--- src/rtl/cms_defines.svh ---
// register map, field positions, reset values and timing of the control mode selector
`ifndef CMS_DEFINES_SVH
`define CMS_DEFINES_SVH

// ----------------------------------------------------------------
// register byte addresses
// ----------------------------------------------------------------
`define ADDR_CTRL 12'h000
`define ADDR_PERM 12'h004
`define ADDR_STATUS 12'h008
`define ADDR_DROPS 12'h00c

// ----------------------------------------------------------------
// field positions
// ----------------------------------------------------------------
`define CTRL_MENU_BIT 0
`define CTRL_FSEL_LSB 1
`define CTRL_FEN_BIT 3
`define REMOTE_BIT 5
`define PERM_AUTO_LSB 0
`define PERM_L1_LSB 8
`define PERM_L2_LSB 16

// ----------------------------------------------------------------
// reset values
// ----------------------------------------------------------------
`define CTRL_RST 4'h0
`define PERM_AUTO_RST 8'hab
`define PERM_L1_RST 8'hee
`define PERM_L2_RST 8'hee

// ----------------------------------------------------------------
// timing
// ----------------------------------------------------------------
`define CLK_HZ 40000000
`define SOL_TIMEOUT_MS 100
`define SOL_TIMEOUT_CYC (`SOL_TIMEOUT_MS * (`CLK_HZ / 1000))

`endif

--- src/rtl/cms_pkg.sv ---
// types shared by the control mode selector modules
package cms_pkg;

  // binary codes of the operation modes; 2'b11 is illegal
  typedef enum logic [1:0]
  {
    MODE_LOCAL1 = 2'b00,
    MODE_LOCAL2 = 2'b01,
    MODE_AUTO = 2'b10
  } mode_t;

  // per mode: [0] start cyc [1] stop cyc [2] start panel [3] stop panel
  // [4] start acyc [5] stop acyc [6] start di [7] stop di
  typedef logic [7:0] perm_t;

endpackage

--- src/rtl/mode_if.sv ---
// carrier between the selector and its mode arbiter
`timescale 1ns/1ps
`default_nettype none

interface mode_if;
  logic bus_fault;
  logic force_local;
  logic menu_open;
  logic remote_req;
  logic [23:0] perm_all;
  cms_pkg::mode_t mode;
  cms_pkg::perm_t perm;

  modport arbiter
  (
    input bus_fault, force_local, menu_open, remote_req, perm_all,
    output mode, perm
  );
  modport selector
  (
    output bus_fault, force_local, menu_open, remote_req, perm_all,
    input mode, perm
  );
endinterface

`default_nettype wire

--- src/rtl/mode_arbiter.sv ---
// priority mode arbiter and permission set lookup
`timescale 1ns/1ps
`default_nettype none
`include "cms_defines.svh"

module mode_arbiter
(
  mode_if.arbiter port
);

  // fault first, then forced local, then panel menu, then remote bit
  always_comb
  begin
    if (port.bus_fault)
    begin
      port.mode = cms_pkg::MODE_LOCAL1;
    end
    else if (port.force_local)
    begin
      port.mode = cms_pkg::MODE_LOCAL2;
    end
    else if (port.menu_open)
    begin
      port.mode = cms_pkg::MODE_LOCAL1;
    end
    else if (port.remote_req)
    begin
      port.mode = cms_pkg::MODE_AUTO;
    end
    else
    begin
      port.mode = cms_pkg::MODE_LOCAL1;
    end
  end

  // each mode owns its own eight permission flags
  always_comb
  begin
    unique case (port.mode)
      cms_pkg::MODE_AUTO: port.perm = port.perm_all[`PERM_AUTO_LSB +: 8];
      cms_pkg::MODE_LOCAL1: port.perm = port.perm_all[`PERM_L1_LSB +: 8];
      cms_pkg::MODE_LOCAL2: port.perm = port.perm_all[`PERM_L2_LSB +: 8];
      default: port.perm = 8'h00;
    endcase
  end

endmodule

`default_nettype wire

--- src/rtl/control_mode_selector.sv ---
// control mode selector: picks the operation mode and gates start/stop commands
//
// Behaviour
// - start and stop come from digital inputs, cyclic bus, panel, acyclic bus
// - every source has its own start and stop acceptance setting
// - three modes, remote, first local, second local, each with own permissions
// - the bus master asks for remote mode with the remote bit at one
// - by default remote mode starts only from cyclic telegrams
// - by default first local starts from digital inputs and panel
// - open panel motor menu enters first local and shows local control
// - force-local request enters second local, remote bit ignored
// - remote bit sits at bit 5 of telegram byte 0
// - missing bus master sign of life raises bus fault
// - priority: bus fault to first local, force-local, panel menu, then remote bit
// - exactly one mode is active at all times
// - nothing asserted and remote bit zero gives first local
// - force-local comes only from one configured multifunction input
// - command passes only when the active mode's flag allows it
//
// Implementation choices: the APB slave port and the register addresses.
`timescale 1ns/1ps
`default_nettype none
`include "cms_defines.svh"

module control_mode_selector
#(
  parameter int unsigned SOL_TIMEOUT_CYCLES = `SOL_TIMEOUT_CYC
)
(
  input wire logic clock_in,
  input wire logic reset_in,
  input wire logic psel_in,
  input wire logic penable_in,
  input wire logic pwrite_in,
  input wire logic [11:0] paddr_in,
  input wire logic [31:0] pwdata_in,
  output logic [31:0] prdata_out,
  output logic pready_out,
  output logic pslverr_out,
  input wire logic telegram_valid_in,
  input wire logic [7:0] telegram_byte0_in,
  input wire logic [2:0] cmd_start_in,
  input wire logic [2:0] cmd_stop_in,
  input wire logic [2:0] multifunction_inputs_in,
  input wire logic di_start_pin_in,
  input wire logic di_stop_pin_in,
  output logic start_out,
  output logic stop_out,
  output logic motor_run_out,
  output logic [1:0] mode_out,
  output logic local_control_out,
  output logic bus_fault_out
);

  // ----------------------------------------------------------------
  // functions
  // ----------------------------------------------------------------
  // per source mask; source 0 cyc, 1 panel, 2 acyc, 3 di
  function automatic logic [3:0] perm_mask(input cms_pkg::perm_t p, input logic stop);
    logic [3:0] m;
    m = 4'h0;
    for (int i = 0; i < 4; i++)
    begin
      m[i] = p[2 * i + int'(stop)];
    end
    return m;
  endfunction

  function automatic logic addr_is(input logic [11:0] a, input logic [11:0] r);
    return a == r;
  endfunction

  // ----------------------------------------------------------------
  // state
  // ----------------------------------------------------------------
  logic [3:0] ctrl_q;
  logic [23:0] perm_q;
  logic [7:0] drops_q;
  logic [2:0] mfi_s1_q;
  logic [2:0] mfi_s2_q;
  logic [1:0] di_s1_q;
  logic [1:0] di_s2_q;
  logic [1:0] di_prev_q;
  logic force_local_q;
  logic remote_q;
  logic [23:0] sol_cnt_q;
  logic bus_fault_q;
  cms_pkg::mode_t mode_q;
  logic local_q;
  logic start_q;
  logic stop_q;
  logic run_q;
  logic [31:0] prdata_q;
  logic pready_q;
  logic pslverr_q;

  logic access;
  logic wr_done;
  logic [3:0] start_req;
  logic [3:0] stop_req;
  logic [3:0] start_mask;
  logic [3:0] stop_mask;
  logic start_ok;
  logic stop_ok;
  logic dropped;
  logic force_sel;

  mode_if mif();

  mode_arbiter u_arbiter
  (
    .port(mif)
  );

  // ----------------------------------------------------------------
  // arbiter inputs
  // ----------------------------------------------------------------
  // all arbiter inputs are flops, so mode_q lags its cause by one edge
  assign mif.bus_fault = bus_fault_q;
  assign mif.force_local = force_local_q;
  assign mif.menu_open = ctrl_q[`CTRL_MENU_BIT];
  assign mif.remote_req = remote_q;
  assign mif.perm_all = perm_q;

  // ----------------------------------------------------------------
  // pin synchronisers
  // ----------------------------------------------------------------
  // two flops before any logic looks at a pin
  always_ff @(posedge clock_in)
  begin
    if (reset_in)
    begin
      mfi_s1_q <= 3'h0;
      mfi_s2_q <= 3'h0;
      di_s1_q <= 2'h0;
      di_s2_q <= 2'h0;
      di_prev_q <= 2'h0;
    end
    else
    begin
      mfi_s1_q <= multifunction_inputs_in;
      mfi_s2_q <= mfi_s1_q;
      di_s1_q <= {di_stop_pin_in, di_start_pin_in};
      di_s2_q <= di_s1_q;
      di_prev_q <= di_s2_q;
    end
  end

  // select code 2'b11 names no input, so it never forces
  assign force_sel = (ctrl_q[`CTRL_FSEL_LSB +: 2] == 2'h3) ? 1'b0
    : mfi_s2_q[ctrl_q[`CTRL_FSEL_LSB +: 2]];

  // force-local from the one configured multifunction input
  always_ff @(posedge clock_in)
  begin
    if (reset_in)
    begin
      force_local_q <= 1'b0;
    end
    else
    begin
      force_local_q <= ctrl_q[`CTRL_FEN_BIT] & force_sel;
    end
  end

  // ----------------------------------------------------------------
  // bus master supervision
  // ----------------------------------------------------------------
  // remote bit latched from each cyclic telegram
  always_ff @(posedge clock_in)
  begin
    if (reset_in)
    begin
      remote_q <= 1'b0;
    end
    else if (telegram_valid_in)
    begin
      remote_q <= telegram_byte0_in[`REMOTE_BIT];
    end
  end

  // no telegram for the timeout means the master is gone; fault holds
  // from reset until the first telegram, so start-up is always local
  always_ff @(posedge clock_in)
  begin
    if (reset_in)
    begin
      sol_cnt_q <= 24'h000000;
      bus_fault_q <= 1'b1;
    end
    else if (telegram_valid_in)
    begin
      sol_cnt_q <= 24'h000000;
      bus_fault_q <= 1'b0;
    end
    else if (sol_cnt_q != 24'(SOL_TIMEOUT_CYCLES - 1))
    begin
      sol_cnt_q <= sol_cnt_q + 24'h000001;
    end
    else
    begin
      bus_fault_q <= 1'b1;
    end
  end

  // ----------------------------------------------------------------
  // mode register
  // ----------------------------------------------------------------
  always_ff @(posedge clock_in)
  begin
    if (reset_in)
    begin
      mode_q <= cms_pkg::MODE_LOCAL1;
      local_q <= 1'b1;
    end
    else
    begin
      mode_q <= mif.mode;
      local_q <= mif.mode != cms_pkg::MODE_AUTO;
    end
  end

  // ----------------------------------------------------------------
  // command gating
  // ----------------------------------------------------------------
  // digital start/stop act on the rising edge of the synced pin
  assign start_req = {di_s2_q[0] & ~di_prev_q[0], cmd_start_in};
  assign stop_req = {di_s2_q[1] & ~di_prev_q[1], cmd_stop_in};
  assign start_mask = perm_mask(mif.perm, 1'b0);
  assign stop_mask = perm_mask(mif.perm, 1'b1);
  assign start_ok = |(start_req & start_mask);
  assign stop_ok = |(stop_req & stop_mask);
  assign dropped = |(start_req & ~start_mask) | |(stop_req & ~stop_mask);

  // stop wins when both pass in one cycle
  always_ff @(posedge clock_in)
  begin
    if (reset_in)
    begin
      start_q <= 1'b0;
      stop_q <= 1'b0;
      run_q <= 1'b0;
    end
    else
    begin
      start_q <= start_ok;
      stop_q <= stop_ok;
      if (stop_ok)
      begin
        run_q <= 1'b0;
      end
      else if (start_ok)
      begin
        run_q <= 1'b1;
      end
    end
  end

  // ----------------------------------------------------------------
  // apb slave
  // ----------------------------------------------------------------
  // one wait state: data is fetched while pready is low, so it is a flop
  assign access = psel_in & penable_in;
  assign wr_done = access & pready_q & pwrite_in;

  always_ff @(posedge clock_in)
  begin
    if (reset_in)
    begin
      pready_q <= 1'b0;
      pslverr_q <= 1'b0;
      prdata_q <= 32'h00000000;
    end
    else
    begin
      pready_q <= access & ~pready_q;
      if (access & ~pready_q)
      begin
        pslverr_q <= ~(addr_is(paddr_in, `ADDR_CTRL) | addr_is(paddr_in, `ADDR_PERM)
          | addr_is(paddr_in, `ADDR_STATUS) | addr_is(paddr_in, `ADDR_DROPS));
        if (addr_is(paddr_in, `ADDR_CTRL))
        begin
          prdata_q <= {28'h0000000, ctrl_q};
        end
        else if (addr_is(paddr_in, `ADDR_PERM))
        begin
          prdata_q <= {8'h00, perm_q};
        end
        else if (addr_is(paddr_in, `ADDR_STATUS))
        begin
          prdata_q <= {26'h0000000, run_q, remote_q, force_local_q, bus_fault_q, mode_q};
        end
        else if (addr_is(paddr_in, `ADDR_DROPS))
        begin
          prdata_q <= {24'h000000, drops_q};
        end
        else
        begin
          prdata_q <= 32'h00000000;
        end
      end
    end
  end

  // configuration writes take effect on the edge that completes the access
  always_ff @(posedge clock_in)
  begin
    if (reset_in)
    begin
      ctrl_q <= `CTRL_RST;
      perm_q <= {`PERM_L2_RST, `PERM_L1_RST, `PERM_AUTO_RST};
    end
    else if (wr_done & addr_is(paddr_in, `ADDR_CTRL))
    begin
      ctrl_q <= pwdata_in[3:0];
    end
    else if (wr_done & addr_is(paddr_in, `ADDR_PERM))
    begin
      perm_q <= pwdata_in[23:0];
    end
  end

  // drop counter saturates; a drop in the clearing cycle still counts
  always_ff @(posedge clock_in)
  begin
    if (reset_in)
    begin
      drops_q <= 8'h00;
    end
    else if (wr_done & addr_is(paddr_in, `ADDR_DROPS))
    begin
      drops_q <= {7'h00, dropped};
    end
    else if (dropped & (drops_q != 8'hff))
    begin
      drops_q <= drops_q + 8'h01;
    end
  end

  // ----------------------------------------------------------------
  // outputs
  // ----------------------------------------------------------------
  assign prdata_out = prdata_q;
  assign pready_out = pready_q;
  assign pslverr_out = pslverr_q;
  assign start_out = start_q;
  assign stop_out = stop_q;
  assign motor_run_out = run_q;
  assign mode_out = mode_q;
  assign local_control_out = local_q;
  assign bus_fault_out = bus_fault_q;
endmodule

`default_nettype wire

--- config.mk ---
export PLATFORM = sky130hd
export DESIGN_NAME = control_mode_selector
export DESIGN_NICKNAME = d
export VERILOG_FILES = /design/src/rtl/cms_pkg.sv /design/src/rtl/mode_if.sv /design/src/rtl/mode_arbiter.sv /design/src/rtl/control_mode_selector.sv
export VERILOG_INCLUDE_DIRS = /design/src /design/src/rtl
export SDC_FILE = /design/constraint.sdc
export NUM_CORES = 1
export LEC_CHECK = 0
export BUFFER_PORTS_ARGS = -buffer_cell sky130_fd_sc_hd__buf_2
export CAP_MARGIN = 40
export CORE_MARGIN = 8
export CORE_UTILIZATION = 25
export DETAILED_ROUTE_END_ITERATION = 10
export MAX_ROUTING_LAYER = met4
export SKIP_CTS_REPAIR_TIMING = 1
export SLEW_MARGIN = 20
export SYNTH_ARGS = -nofsm -noshare
export SYNTH_HDL_FRONTEND = slang
export SYNTH_SLANG_ARGS = --single-unit
--- constraint.sdc ---
create_clock -name clock_in -period 3.7 [get_ports clock_in]
set_clock_uncertainty 0.15 [all_clocks]
set_input_delay 0.555 -clock clock_in [delete_from_list [all_inputs] [get_ports clock_in]]
set_output_delay 0.555 -clock clock_in [all_outputs]
set_load 0.01 [all_outputs]
==> summary.txt, run 1 <==
Critical path
  – Startpoint types: flip-flop
  – Worst path slowest cell: dfxtp_1
  – Worst EP arrival: 2.99 ns
  – Max FO, Critical Path: 15
  – Crit-path max cell delay: 0.75 ns
  – Critical-path cell list: nand2b_1, o21ai_0, a221oi_1, nor4_1, a21oi_2, a31oi_1, a41o_1
  – Setup crit end kind: flip-flop
  – Setup crit start: bus_fault_out
  – R2R Path Start: bus_fault_out
  – Critical path class: flip-flop to flip-flop
  – Req. time, crit path: 3.80 ns

Power
  – Max VDD drop: 0.199 mV
  – Pleak: 2.17 nW
  – Pwr dens: 413 nW/um^2

Placement
  – # port buffers: 86
  – DP Cell Count: 815
  – Post-place setup slack: 0.897 ns
  – Routability cong.: 0.832
  – Detail Placement HPWL: 9610 um

Floorplan
  – Full die area: 23,500 um^2
  – Die Height: 153 um
  – Boundary pin count: 110
  – Core Footprint: 18,600 um^2
  – Die W: 153 um
  – Initial Util: 25.4%
  – Row count: 50

Route
  – Initial DRC count: 259
  – 1st-pass router iterations: 5
  – Wire length per cell: 15.5 um
  – Antenna viol nets, final: 0
  – # DRC: 0
  – DRT Wirelength: 13,000 um
  – Via Count: 3,942
  – Vias/cell: 4.72

Yosys
  – Top_reg_cell synth: dfxtp_1
  – Largest cells by area after synthesis: dfxtp_1 (45%), nor2_1 (6.6%), nor2b_1 (3.7%)
  – Synth Warn #: 0
  – Cells after Synth: 521
  – Yosys cell types: 58
  – #FFs+latches synth: 107
  – Mean post-synth cell area: 9.04 um^2
  – Synth top area share: 45.5%
  – Post-Syn Area: 4710 um^2
  – Post-synth EDFFs: 0
  – Post-synthesis sequential area ratio: 45.5%
  – Area leader, netlist: dfxtp_1
  – Post-synth ARST share: 0%

STA
  – Max frequency: 0.346 GHz
  – Final WS setup: 0.813 ns
  – Fin Setup TNS: 0 ns
  – Max-slew violations: 0
  – Final period util: 78.0%
  – Rel. slew slack: 52.5%
  – Final hold viol count: 0
  – RSZ-0062 raised after global routing: no
  – Slew of the pin with the lowest slew margin: 0.713 ns
  – Final Setup Violations: 0
  – Smallest hold slack: 0.251 ns
  – Post-layout min period: 2.89 ns

Global routing
  – Initial antenna violation count: 5
  – GRT Total Usage: 11.5%
  – Largest net degree at the start of global routing: 42
  – Vias in the first global route: 3,919
  – Grt ovf: 0
  – First-pass GRT wire length: 20,800 um

Clocking
  – CTS root buf: clkbuf_16
  – Clock Latency Late Sink: 0.35 ns
  – CTS tree: yes
  – Longest Clk Path Bufs: 2
  – H-tree levels: 3
  – CTS sink count: 107
  – TritonCTS buffer count: 9
  – Clock slew at the register clock pins of the worst setup and hold paths: 0.08 ns

Finish
  – Final Instance Count excl. Fillers: 836
  – Synth-to-layout area growth: 19.4%
  – Ratio of cells with drive above 1 in the final layout: 21.4%
  – NumNets Final: 663

Status
  – Status: finished clean

Min path
  – Worst Min Path Start: pwdata_in[13]
  – Hold Crit Class: primary input to flip-flop

Flow run
  – Max-cap violation count: 0
[path summary, 6_finish.rpt]
path	to	slack (ns)	cells after the start
hold reg to reg	di_s2_q[1]	0.29	1
setup / recovery	drops_q[3]	0.81	7
setup reg to reg	drops_q[3]	0.81	7
hold / removal	mif.perm_all[13]	0.25	2
[metal layers]
layer  share of wire [%]  track usage, %  vias up
met2                  48            18.6      106
met1                  44            13.0     1842
li1                    -               -     1985
met3                 7.4            4.31        9
met4                0.83            3.25        0
met5                   0               -        -
[stage by stage]
step           area [um^2]  power (mW)  utilization [%]
4_1_cts               5620        2.36             30.2
3_3_place_gp          5300        1.34             28.5
3_5_place_dp          5300        1.34             28.5
6_report              5630        2.32             30.3
5_1_grt               5630        2.42             30.3
2_1_floorplan         4740        1.29                -
[synthesized netlist by cell type, types with 2 or more instances]
cell type / instances
a211o_1: 17
a21oi_1: 25
a221oi_1: 8
a22oi_1: 18
a31o_1: 2
and2_1: 3
and3_1: 7
and4_1: 3
buf_2: 7
buf_4: 10
buf_6: 2
clkbuf_1: 18
dfxtp_1: 107
ha_1: 2
inv_1: 11
mux2_2: 4
mux2i_1: 15
nand2_1: 21
nand2b_1: 5
nand3_1: 11
nand4_1: 11
nor2_1: 83
nor2_2: 2
nor2b_1: 28
nor3_1: 15
nor4_1: 5
nor4_2: 2
o21ai_0: 17
o221ai_1: 8
o22ai_1: 3
or2_2: 3
or3_1: 4
xnor2_1: 5
xor2_1: 15
[cell families (layout without fill, tap and decap cells)]
family	after synthesis	count (layout)	share of synthesized area (%)
other	1	13	0.0796
buffers and inverters	48	117	5.12
AND/OR/NAND/NOR	216	216	24.5
multiplexers	20	20	4.62
AO/OA/AOI/OAI	107	107	16.0
XOR/XNOR	20	20	3.72
adder cells (fa/ha/maj)	2	2	0.531
flip-flops	107	107	45.5
[power breakdown]
| group | internal (mW) | switching [mW] | total [mW] |
|---|---|---|---|
| clock network | 0.543 | 0.468 | 1.01 |
| registers | 1.17 | 0.0140 | 1.18 |
| logic | 0.0536 | 0.0811 | 0.135 |
[cell usage in the layout (no fill, tap or decap), drive strengths merged, types with 6 or more instances in the layout]
| master | instances |
|---|---|
| o21ai | 17 |
| conb | 8 |
| a221oi | 8 |
| a22oi | 18 |
| clkbuf | 9 |
| inv | 14 |
| o221ai | 8 |
| mux2i | 15 |
| nand3 | 11 |
| nand2b | 6 |
| dfxtp | 107 |
| buf | 90 |
| nor2 | 85 |
| nand4 | 12 |
| nor2b | 28 |
| nand2 | 21 |
| and3 | 8 |
| xor2 | 15 |
| nor4 | 8 |
| nor3 | 17 |
| a211o | 17 |
| a21oi | 26 |
[cell type report]
| type | count | area (um^2) |
|---|---|---|
| repair buffers | 90 | 460 |
| diodes | 5 | 12.5 |
| clock buffers | 9 | 225 |
| clock inverters | 7 | 92.6 |
| inverters | 11 | 41.3 |
| multi-input cells | 373 | 2360 |
| fillers | 1989 | 13000 |
| flip-flops and latches | 107 | 2140 |
| well taps | 234 | 293 |
[worst max-delay path, delay by kind of cell (launching register included)]
kind,cells,cell delay (ns)
compound gates,5,1.32
flops,1,0.75
simple gates,2,0.55
[flip-flops by register name, summed over array words and instances, names as in the netlist]
signal             flops
di_s1_q                2
stop_out               1
mfi_s2_q               3
start_out              1
prdata_out            24
mfi_s1_q               3
force_local_q          1
ctrl_q                 4
mif.remote_req         1
pslverr_out            1
di_s2_q                2
mode_out               2
local_control_out      1
di_prev_q              2
bus_fault_out          1
motor_run_out          1
mif.perm_all          24
sol_cnt_q             24
drops_q                8
pready_out             1
No activity file was read; power rests on OpenSTA's default activity.
==> run 2: changes to the inputs <==
==> constraint.sdc (replaced) <==
create_clock -name clock_in -period 2.5 [get_ports clock_in]
set_clock_uncertainty 0.15 [all_clocks]
set_input_delay 0.375 -clock clock_in [delete_from_list [all_inputs] [get_ports clock_in]]
set_output_delay 0.375 -clock clock_in [all_outputs]
set_load 0.01 [all_outputs]
==> summary.txt, run 2 (synthesis gave the netlist of run 1 again) <==
Global routing
  – Vias in the first global route: 3,915 (-0.10%)
  – Grt ovf: 0 (unchanged)
  – Largest net degree at the start of global routing: 42 (unchanged)
  – Initial antenna violation count: 6 (+1)
  – GRT Total Usage: 11.5% (about the same)
  – First-pass GRT wire length: 21,000 um (+0.80%)

Route
  – Antenna viol nets, final: 0 (unchanged)
  – # DRC: 0 (unchanged)
  – 1st-pass router iterations: 5 (unchanged)
  – Vias/cell: 4.68 (-0.71%)
  – Via Count: 3,989 (+1.2%)
  – Initial DRC count: 190 (-27%)
  – Wire length per cell: 15.2 um (-1.9%)
  – DRT Wirelength: 13,000 um (about the same)

Power
  – Clock power frac: 43.5% (about the same)
  – Comb power frac: 6.3% (+0.5 points)
  – Design internal power: 2.62 mW (+49%)
  – Sw Share: 24.3% (+0.11 points)
  – Part of the power in registers: 50.2% (-0.5 points)
  – Pwr dens: 600 nW/um^2 (+45%)
  – P_sw: 843 uW (+50%)
  – Max VDD drop: 0.334 mV (+68%)
  – Pleak: 2.26 nW (+4.2%)

Floorplan
  – Row count: 50 (unchanged)
  – Initial Util: 25.4% (unchanged)
  – Boundary pin count: 110 (unchanged)
  – Die Height: 153 um (unchanged)
  – Full die area: 23,500 um^2 (unchanged)
  – Die W: 153 um (unchanged)
  – Core Footprint: 18,600 um^2 (unchanged)

STA
  – Final Setup Violations: 0 (unchanged)
  – Post-layout min period: 2.33 ns (-0.560 ns)
  – Max-slew violations: 0 (unchanged)
  – Smallest hold slack: 0.0692 ns (-0.181 ns)
  – RSZ-0062 raised after global routing: no
  – Slew of the pin with the lowest slew margin: 0.657 ns (-0.0558 ns)
  – Final period util: 93.1% (+15 points)
  – Final hold viol count: 0 (unchanged)
  – Max frequency: 0.430 GHz (+24%)
  – Rel. slew slack: 56.2% (+3.7 points)
  – Fin Setup TNS: 0 ns (unchanged)

Finish
  – Multi-input logic area: 2370 um^2 (+0.42%)
  – Synth-to-layout area growth: 22.5%
  – FF+latch area: 2140 um^2 (unchanged)
  – Ratio of cells with drive above 1 in the final layout: 23.5% (+2.1 points)
  – NumNets Final: 678 (+2.3%)
  – Final Instance Count excl. Fillers: 852 (+1.9%)
  – # fillers: 1,951 (-1.9%)
  – Most frequent cells in the layout: dfxtp_1 (107), buf_2 (86), nor2_1 (83)
  – Commonest non-fill, non-tap cell in the layout: dfxtp_1

Clocking
  – H-tree levels: 3 (unchanged)
  – CTS sink count: 107 (unchanged)
  – CTS tree: yes
  – CTS root buf: clkbuf_16
  – Clock slew at the register clock pins of the worst setup and hold paths: 0.08 ns (about the same)
  – Clock Latency Late Sink: 0.36 ns (about the same)
  – Longest Clk Path Bufs: 2 (unchanged)
  – TritonCTS buffer count: 9 (unchanged)

Critical path
  – Max FO, Critical Path: 12 (-3)
  – Critical path class: flip-flop to flip-flop
  – Worst EP arrival: 2.43 ns (-0.56 ns)
  – Req. time, crit path: 2.60 ns (-1.20 ns)
  – Worst path slowest cell: dfxtp_1
  – Setup crit end kind: flip-flop
  – Crit-path max cell delay: 0.45 ns (-0.30 ns)
  – R2R Setup Slk: 0.17 ns (-0.64 ns)
  – Critical-path cell list: inv_1, a21o_4, a221oi_1, nor4_1, buf_4, a21oi_4, a31oi_1, a41o_1
  – Startpoint types: flip-flop

Placement
  – Routability cong.: 0.832 (about the same)
  – Detail Placement HPWL: 9730 um (+1.2%)
  – DP Cell Count: 830 (+1.8%)
  – # port buffers: 86 (unchanged)

Min path
  – Hold Crit Class: primary input to flip-flop

Status
  – Status: finished clean

Flow run
  – Max-cap violation count: 0 (unchanged)
-- run 2: cell count changes in the layout (fill, tap and decap cells not counted), moves of 2 or more --
cell / delta
inv_6: +3
clkinvlp_4: -2
buf_4: +13
buf_12: +2
-- run 2: metal layers --
layer  part of all wire [%]  global-route usage (%)  wire length, um
met1                     45                    13.2             5790
met3                    7.4                    4.31              955
met2                     47                    18.6             6160
met5                      0                       -                0
met4                   0.59                    2.73               76
-- run 2: area by class of cell --
class                      count  share of cell area (%)
clock buffer                   9                    3.90
sequential                   107                    37.1
timing repair buffer         105                    10.4
tap                          234                    5.07
clock inverter                 7                    1.52
inverter                      11                   0.715
antenna                        6                   0.260
multi-input combinational    373                    41.1
-- run 2: path summary, 6_finish.rpt --
check	to	cells past startpoint	startpoint
min reg2reg	mfi_s2_q[2]	1	mfi_s1_q[2]
max reg2reg	drops_q[3]	8	force_local_q
max	drops_q[3]	8	force_local_q
min	mif.perm_all[10]	2	pwdata_in[10]
-- run 2: worst max-delay path, delay by kind of cell (launching register included) --
| kind | cells | cell delay [ns] |
|---|---|---|
| AND/OR/NAND/NOR | 1 | 0.09 |
| buffers and inverters | 2 | 0.28 |
| flip-flops | 1 | 0.45 |
| AO/OA/AOI/OAI | 5 | 1.25 |
-- run 2: power by group through the flow --
| stage | Sequential, mW | Clock, mW | Combinational (mW) |
|---|---|---|---|
| finish | 1.74 | 1.51 | 0.219 |
| CTS | 1.74 | 1.56 | 0.220 |
| global route | 1.74 | 1.62 | 0.245 |
| floorplan | 1.78 | 0 | 0.130 |
| global placement | 1.78 | 0 | 0.218 |
| detailed placement | 1.78 | 0 | 0.219 |
-- run 2: through the flow --
step | instance area, um^2 | util, % | power [mW] | worst slack, ns
final | 5770 | 31.1 | 3.47 | 0.173
after global routing | 5770 | 31.1 | 3.61 | 0.0185
after detailed placement | 5440 | 29.3 | 2.00 | 0.0647
after floorplan | 4740 | - | 1.91 | 0.435
after global placement | 5440 | 29.3 | 2.00 | 0.0880
after CTS | 5750 | 30.9 | 3.52 | 0.0538
==> run 3: changes to the inputs <==
--- a/config.mk
+++ b/config.mk
@@ -16,4 +16,5 @@
 export SLEW_MARGIN = 20
 export SYNTH_ARGS = -nofsm -noshare
 export SYNTH_HDL_FRONTEND = slang
+export SYNTH_HIERARCHICAL = 1
 export SYNTH_SLANG_ARGS = --single-unit
==> summary.txt, run 3 <==
Clocking
  – Clock Latency Late Sink: 0.34 ns (-0.02 ns)
  – Clock slew at the register clock pins of the worst setup and hold paths: 0.07 ns (about the same)
  – CTS root buf: clkbuf_16
  – H-tree levels: 3 (unchanged)
  – CTS tree: yes
  – TritonCTS buffer count: 9 (unchanged)
  – Longest Clk Path Bufs: 2 (unchanged)
  – CTS sink count: 107 (unchanged)

Yosys
  – Synth top area share: 45.9% (+0.45 points)
  – Most common cell in the netlist: dfxtp_1
  – Yosys cell types: 60 (+3.4%)
  – Top_reg_cell synth: dfxtp_1
  – Post-Syn Area: 4670 um^2 (-0.98%)
  – Post-synthesis sequential area ratio: 45.9% (+0.45 points)
  – Post-synth top cells: dfxtp_1 (107), nor2_1 (82), a21oi_1 (35), clkbuf_1 (21), nor2b_1 (21)
  – XOR/XNOR Fraction of Synth Area: 2.63% (-1.1 points)
  – Synth Warn #: 6 (+6)
  – Synth Area in Compound Gates: 16.5% (+0.53 points)
  – Adder-cell area share of the yosys netlist: 0.536% (+0.0053 points)
  – Main combinational cell family by area after synthesis: simple AND/OR/NAND/NOR gates
  – Post-synth ARST share: 0% (unchanged)
  – #FFs+latches synth: 107 (unchanged)
  – Cells after Synth: 517 (-0.77%)
  – Mean post-synth cell area: 9.02 um^2 (-0.22%)
  – Multiplexer share of the synthesized area: 4.91% (+0.29 points)
  – Synth Area in Simple Gates: 24.7% (+0.19 points)
  – Post-synth EDFFs: 0 (unchanged)
  – Area leader, netlist: dfxtp_1
  – Largest cells by area after synthesis: dfxtp_1 (46%), nor2_1 (6.6%), a21oi_1 (3.8%)

Global routing
  – GRT Total Usage: 10.8% (-0.65 points)
  – Vias in the first global route: 3,734 (-4.6%)
  – Initial antenna violation count: 4 (-2)
  – Largest net degree at the start of global routing: 62 (+48%)
  – First-pass GRT wire length: 20,000 um (-4.8%)
  – Grt ovf: 0 (unchanged)

STA
  – RSZ-0062 raised after global routing: yes
  – Final Setup Violations: 0 (unchanged)
  – Max frequency: 0.407 GHz (-5.4%)
  – Rel. slew slack: 56.7% (+0.55 points)
  – Final period util: 98.4% (+5.3 points)
  – Final hold viol count: 0 (unchanged)
  – Max-slew violations: 0 (unchanged)
  – Slew of the pin with the lowest slew margin: 0.647 ns (-0.0107 ns)
  – Post-layout min period: 2.46 ns (+0.132 ns)
  – Smallest hold slack: 0.108 ns (+0.0388 ns)
  – Final WS setup: 0.0407 ns (-0.132 ns)

Placement
  – Routability cong.: 0.806 (-3.1%)
  – # port buffers: 86 (unchanged)
  – Detail Placement HPWL: 9410 um (-3.3%)
  – Post-place setup slack: -0.0263 ns (-0.0910 ns)
  – DP Cell Count: 825 (-0.60%)

Route
  – DRT Wirelength: 12,400 um (-4.6%)
  – Via Count: 3,903 (-2.2%)
  – # DRC: 0 (unchanged)
  – Initial DRC count: 200 (+5.3%)
  – Vias/cell: 4.62 (-1.3%)
  – Antenna viol nets, final: 0 (unchanged)
  – Wire length per cell: 14.7 um (-3.8%)
  – 1st-pass router iterations: 4 (-1)

Power
  – Part of the power in registers: 52.8% (+2.6 points)
  – Sw Share: 22.6% (-1.8 points)
  – Pwr dens: 575 nW/um^2 (-4.1%)
  – Design internal power: 2.56 mW (-2.5%)
  – Pleak: 2.31 nW (+2.3%)
  – Clock power frac: 40.3% (-3.2 points)
  – Comb power frac: 6.9% (+0.6 points)
  – P_sw: 745 uW (-12%)
  – Max VDD drop: 0.324 mV (-3.1%)

Floorplan
  – Full die area: 23,300 um^2 (-0.89%)
  – Die W: 153 um (-0.44%)
  – Initial Util: 25.2% (-0.16 points)
  – Die Height: 153 um (-0.44%)
  – Row count: 50 (unchanged)
  – Core Footprint: 18,500 um^2 (-0.34%)
  – Boundary pin count: 110 (unchanged)

Critical path
  – Critical path class: flip-flop to flip-flop
  – Setup crit end kind: flip-flop
  – Reg2reg path depth: 11 (+3)
  – Cell repeated most along the worst path: buf_4
  – Startpoint types: flip-flop
  – Stages on worst setup path: 11 (+3)
  – Delay-heaviest family, CP: compound AO/OA/AOI/OAI gates
  – Worst path slowest cell: a2111oi_4
  – Crit-path max cell delay: 0.43 ns (-0.02 ns)
  – Critical-path cell list: nor2b_2, buf_6, nor2_4, buf_4, a21o_1, nor2b_1, a2111oi_4, buf_4, nand2_1, and3_1, a211oi_1
  – Crit path buffers/inverters: 3 (+1)
  – Worst EP arrival: 2.57 ns (+0.14 ns)
  – Req. time, crit path: 2.61 ns (about the same)
  – Max FO, Critical Path: 10 (-2)

Status
  – Status: finished clean

Finish
  – Ratio of cells with drive above 1 in the final layout: 25.2% (+1.7 points)
  – # fillers: 1,943 (-0.41%)
  – Commonest non-fill, non-tap cell in the layout: dfxtp_1
  – Most frequent cells in the layout: dfxtp_1 (104), buf_2 (86), nor2_1 (82)
  – Final Instance Count excl. Fillers: 845 (-0.82%)
  – NumNets Final: 674 (-0.59%)
  – Synth-to-layout area growth: 23.0%

Min path
  – Worst hold path depth: 2 (unchanged)
  – Hold Crit Class: primary input to flip-flop

Flow run
  – Max-cap violation count: 0 (unchanged)
==> run 3: cell types whose count changed in the layout (fill, tap and decap cells not counted), moves of 8 or more <==
cell | previous run | this run
a211o_1 | 17 | 0
a211oi_1 | 0 | 9
a21o_1 | 1 | 9
a21oi_1 | 25 | 33
a221oi_1 | 8 | 0
a22o_2 | 0 | 8
nand3_1 | 11 | 19
nor2b_1 | 28 | 20
o221ai_1 | 8 | 0
==> run 3: worst reg2reg max path: stages (launching register included) <==
cell	delay [ns]
dfxtp_2	0.34
nor2b_2	0.16
buf_6	0.15
nor2_4	0.13
buf_4	0.15
a21o_1	0.13
nor2b_1	0.07
a2111oi_4	0.43
buf_4	0.18
nand2_1	0.09
and3_1	0.20
a211oi_1	0.20
==> run 3: layout make-up <==
type / count / area [um^2] / area share [%]
clock inverters: 3 / 22.5 / 0.392
inverters: 8 / 30.0 / 0.523
flip-flops and latches: 107 / 2150 / 37.4
diodes: 4 / 10.0 / 0.174
multi-input cells: 374 / 2370 / 41.3
well taps: 234 / 293 / 5.10
repair buffers: 103 / 612 / 10.7
clock buffers: 12 / 256 / 4.47
==> run 3: cell families after synthesis <==
family                   count (synthesis)
AND/OR/NAND/NOR                        218
AO/OA/AOI/OAI                          112
flip-flops                             107
buffers and inverters                   43
multiplexers                            20
XOR/XNOR                                14
adder cells (fa/ha/maj)                  2
other                                    1
==> run 3: path summary, 6_finish.rpt <==
path | slack, ns | endpoint | from
worst min-delay path | 0.11 | mfi_s1_q[0] | multifunction_inputs_in[0]
worst max register to register | 0.04 | drops_q[7] | force_local_q
worst max-delay path | 0.04 | drops_q[7] | force_local_q
worst min register to register | 0.29 | di_s2_q[0] | di_s1_q[0]
==> run 3: layer usage <==
layer / global-route usage, % / vias to the layer above / wire (um)
li1: - / 2009 / -
met1: 14.2 / 1802 / 6110
met2: 15.7 / 80 / 5390
met3: 3.01 / 12 / 722
met4: 3.53 / 0 / 166
met5: - / - / 0
==> run 3: power groups by stage <==
stage | Sequential [mW] | Combinational (mW) | Clock (mW)
after global routing | 1.75 | 0.253 | 1.45
after floorplan | 1.78 | 0.133 | 0
after detailed placement | 1.78 | 0.227 | 0
after CTS | 1.74 | 0.228 | 1.39
after global placement | 1.78 | 0.225 | 0
final | 1.74 | 0.228 | 1.33
==> run 3: per-stage QoR <==
stage	power (mW)	utilization (%)	setup TNS, ns	cell area (um^2)
finish	3.30	31.0	0	5740
global route	3.45	31.0	-0.371	5740
CTS	3.36	30.8	-0.108	5700
detailed placement	2.01	29.3	-0.0527	5420
global placement	2.01	29.3	0	5420
floorplan	1.92	-	0	4720
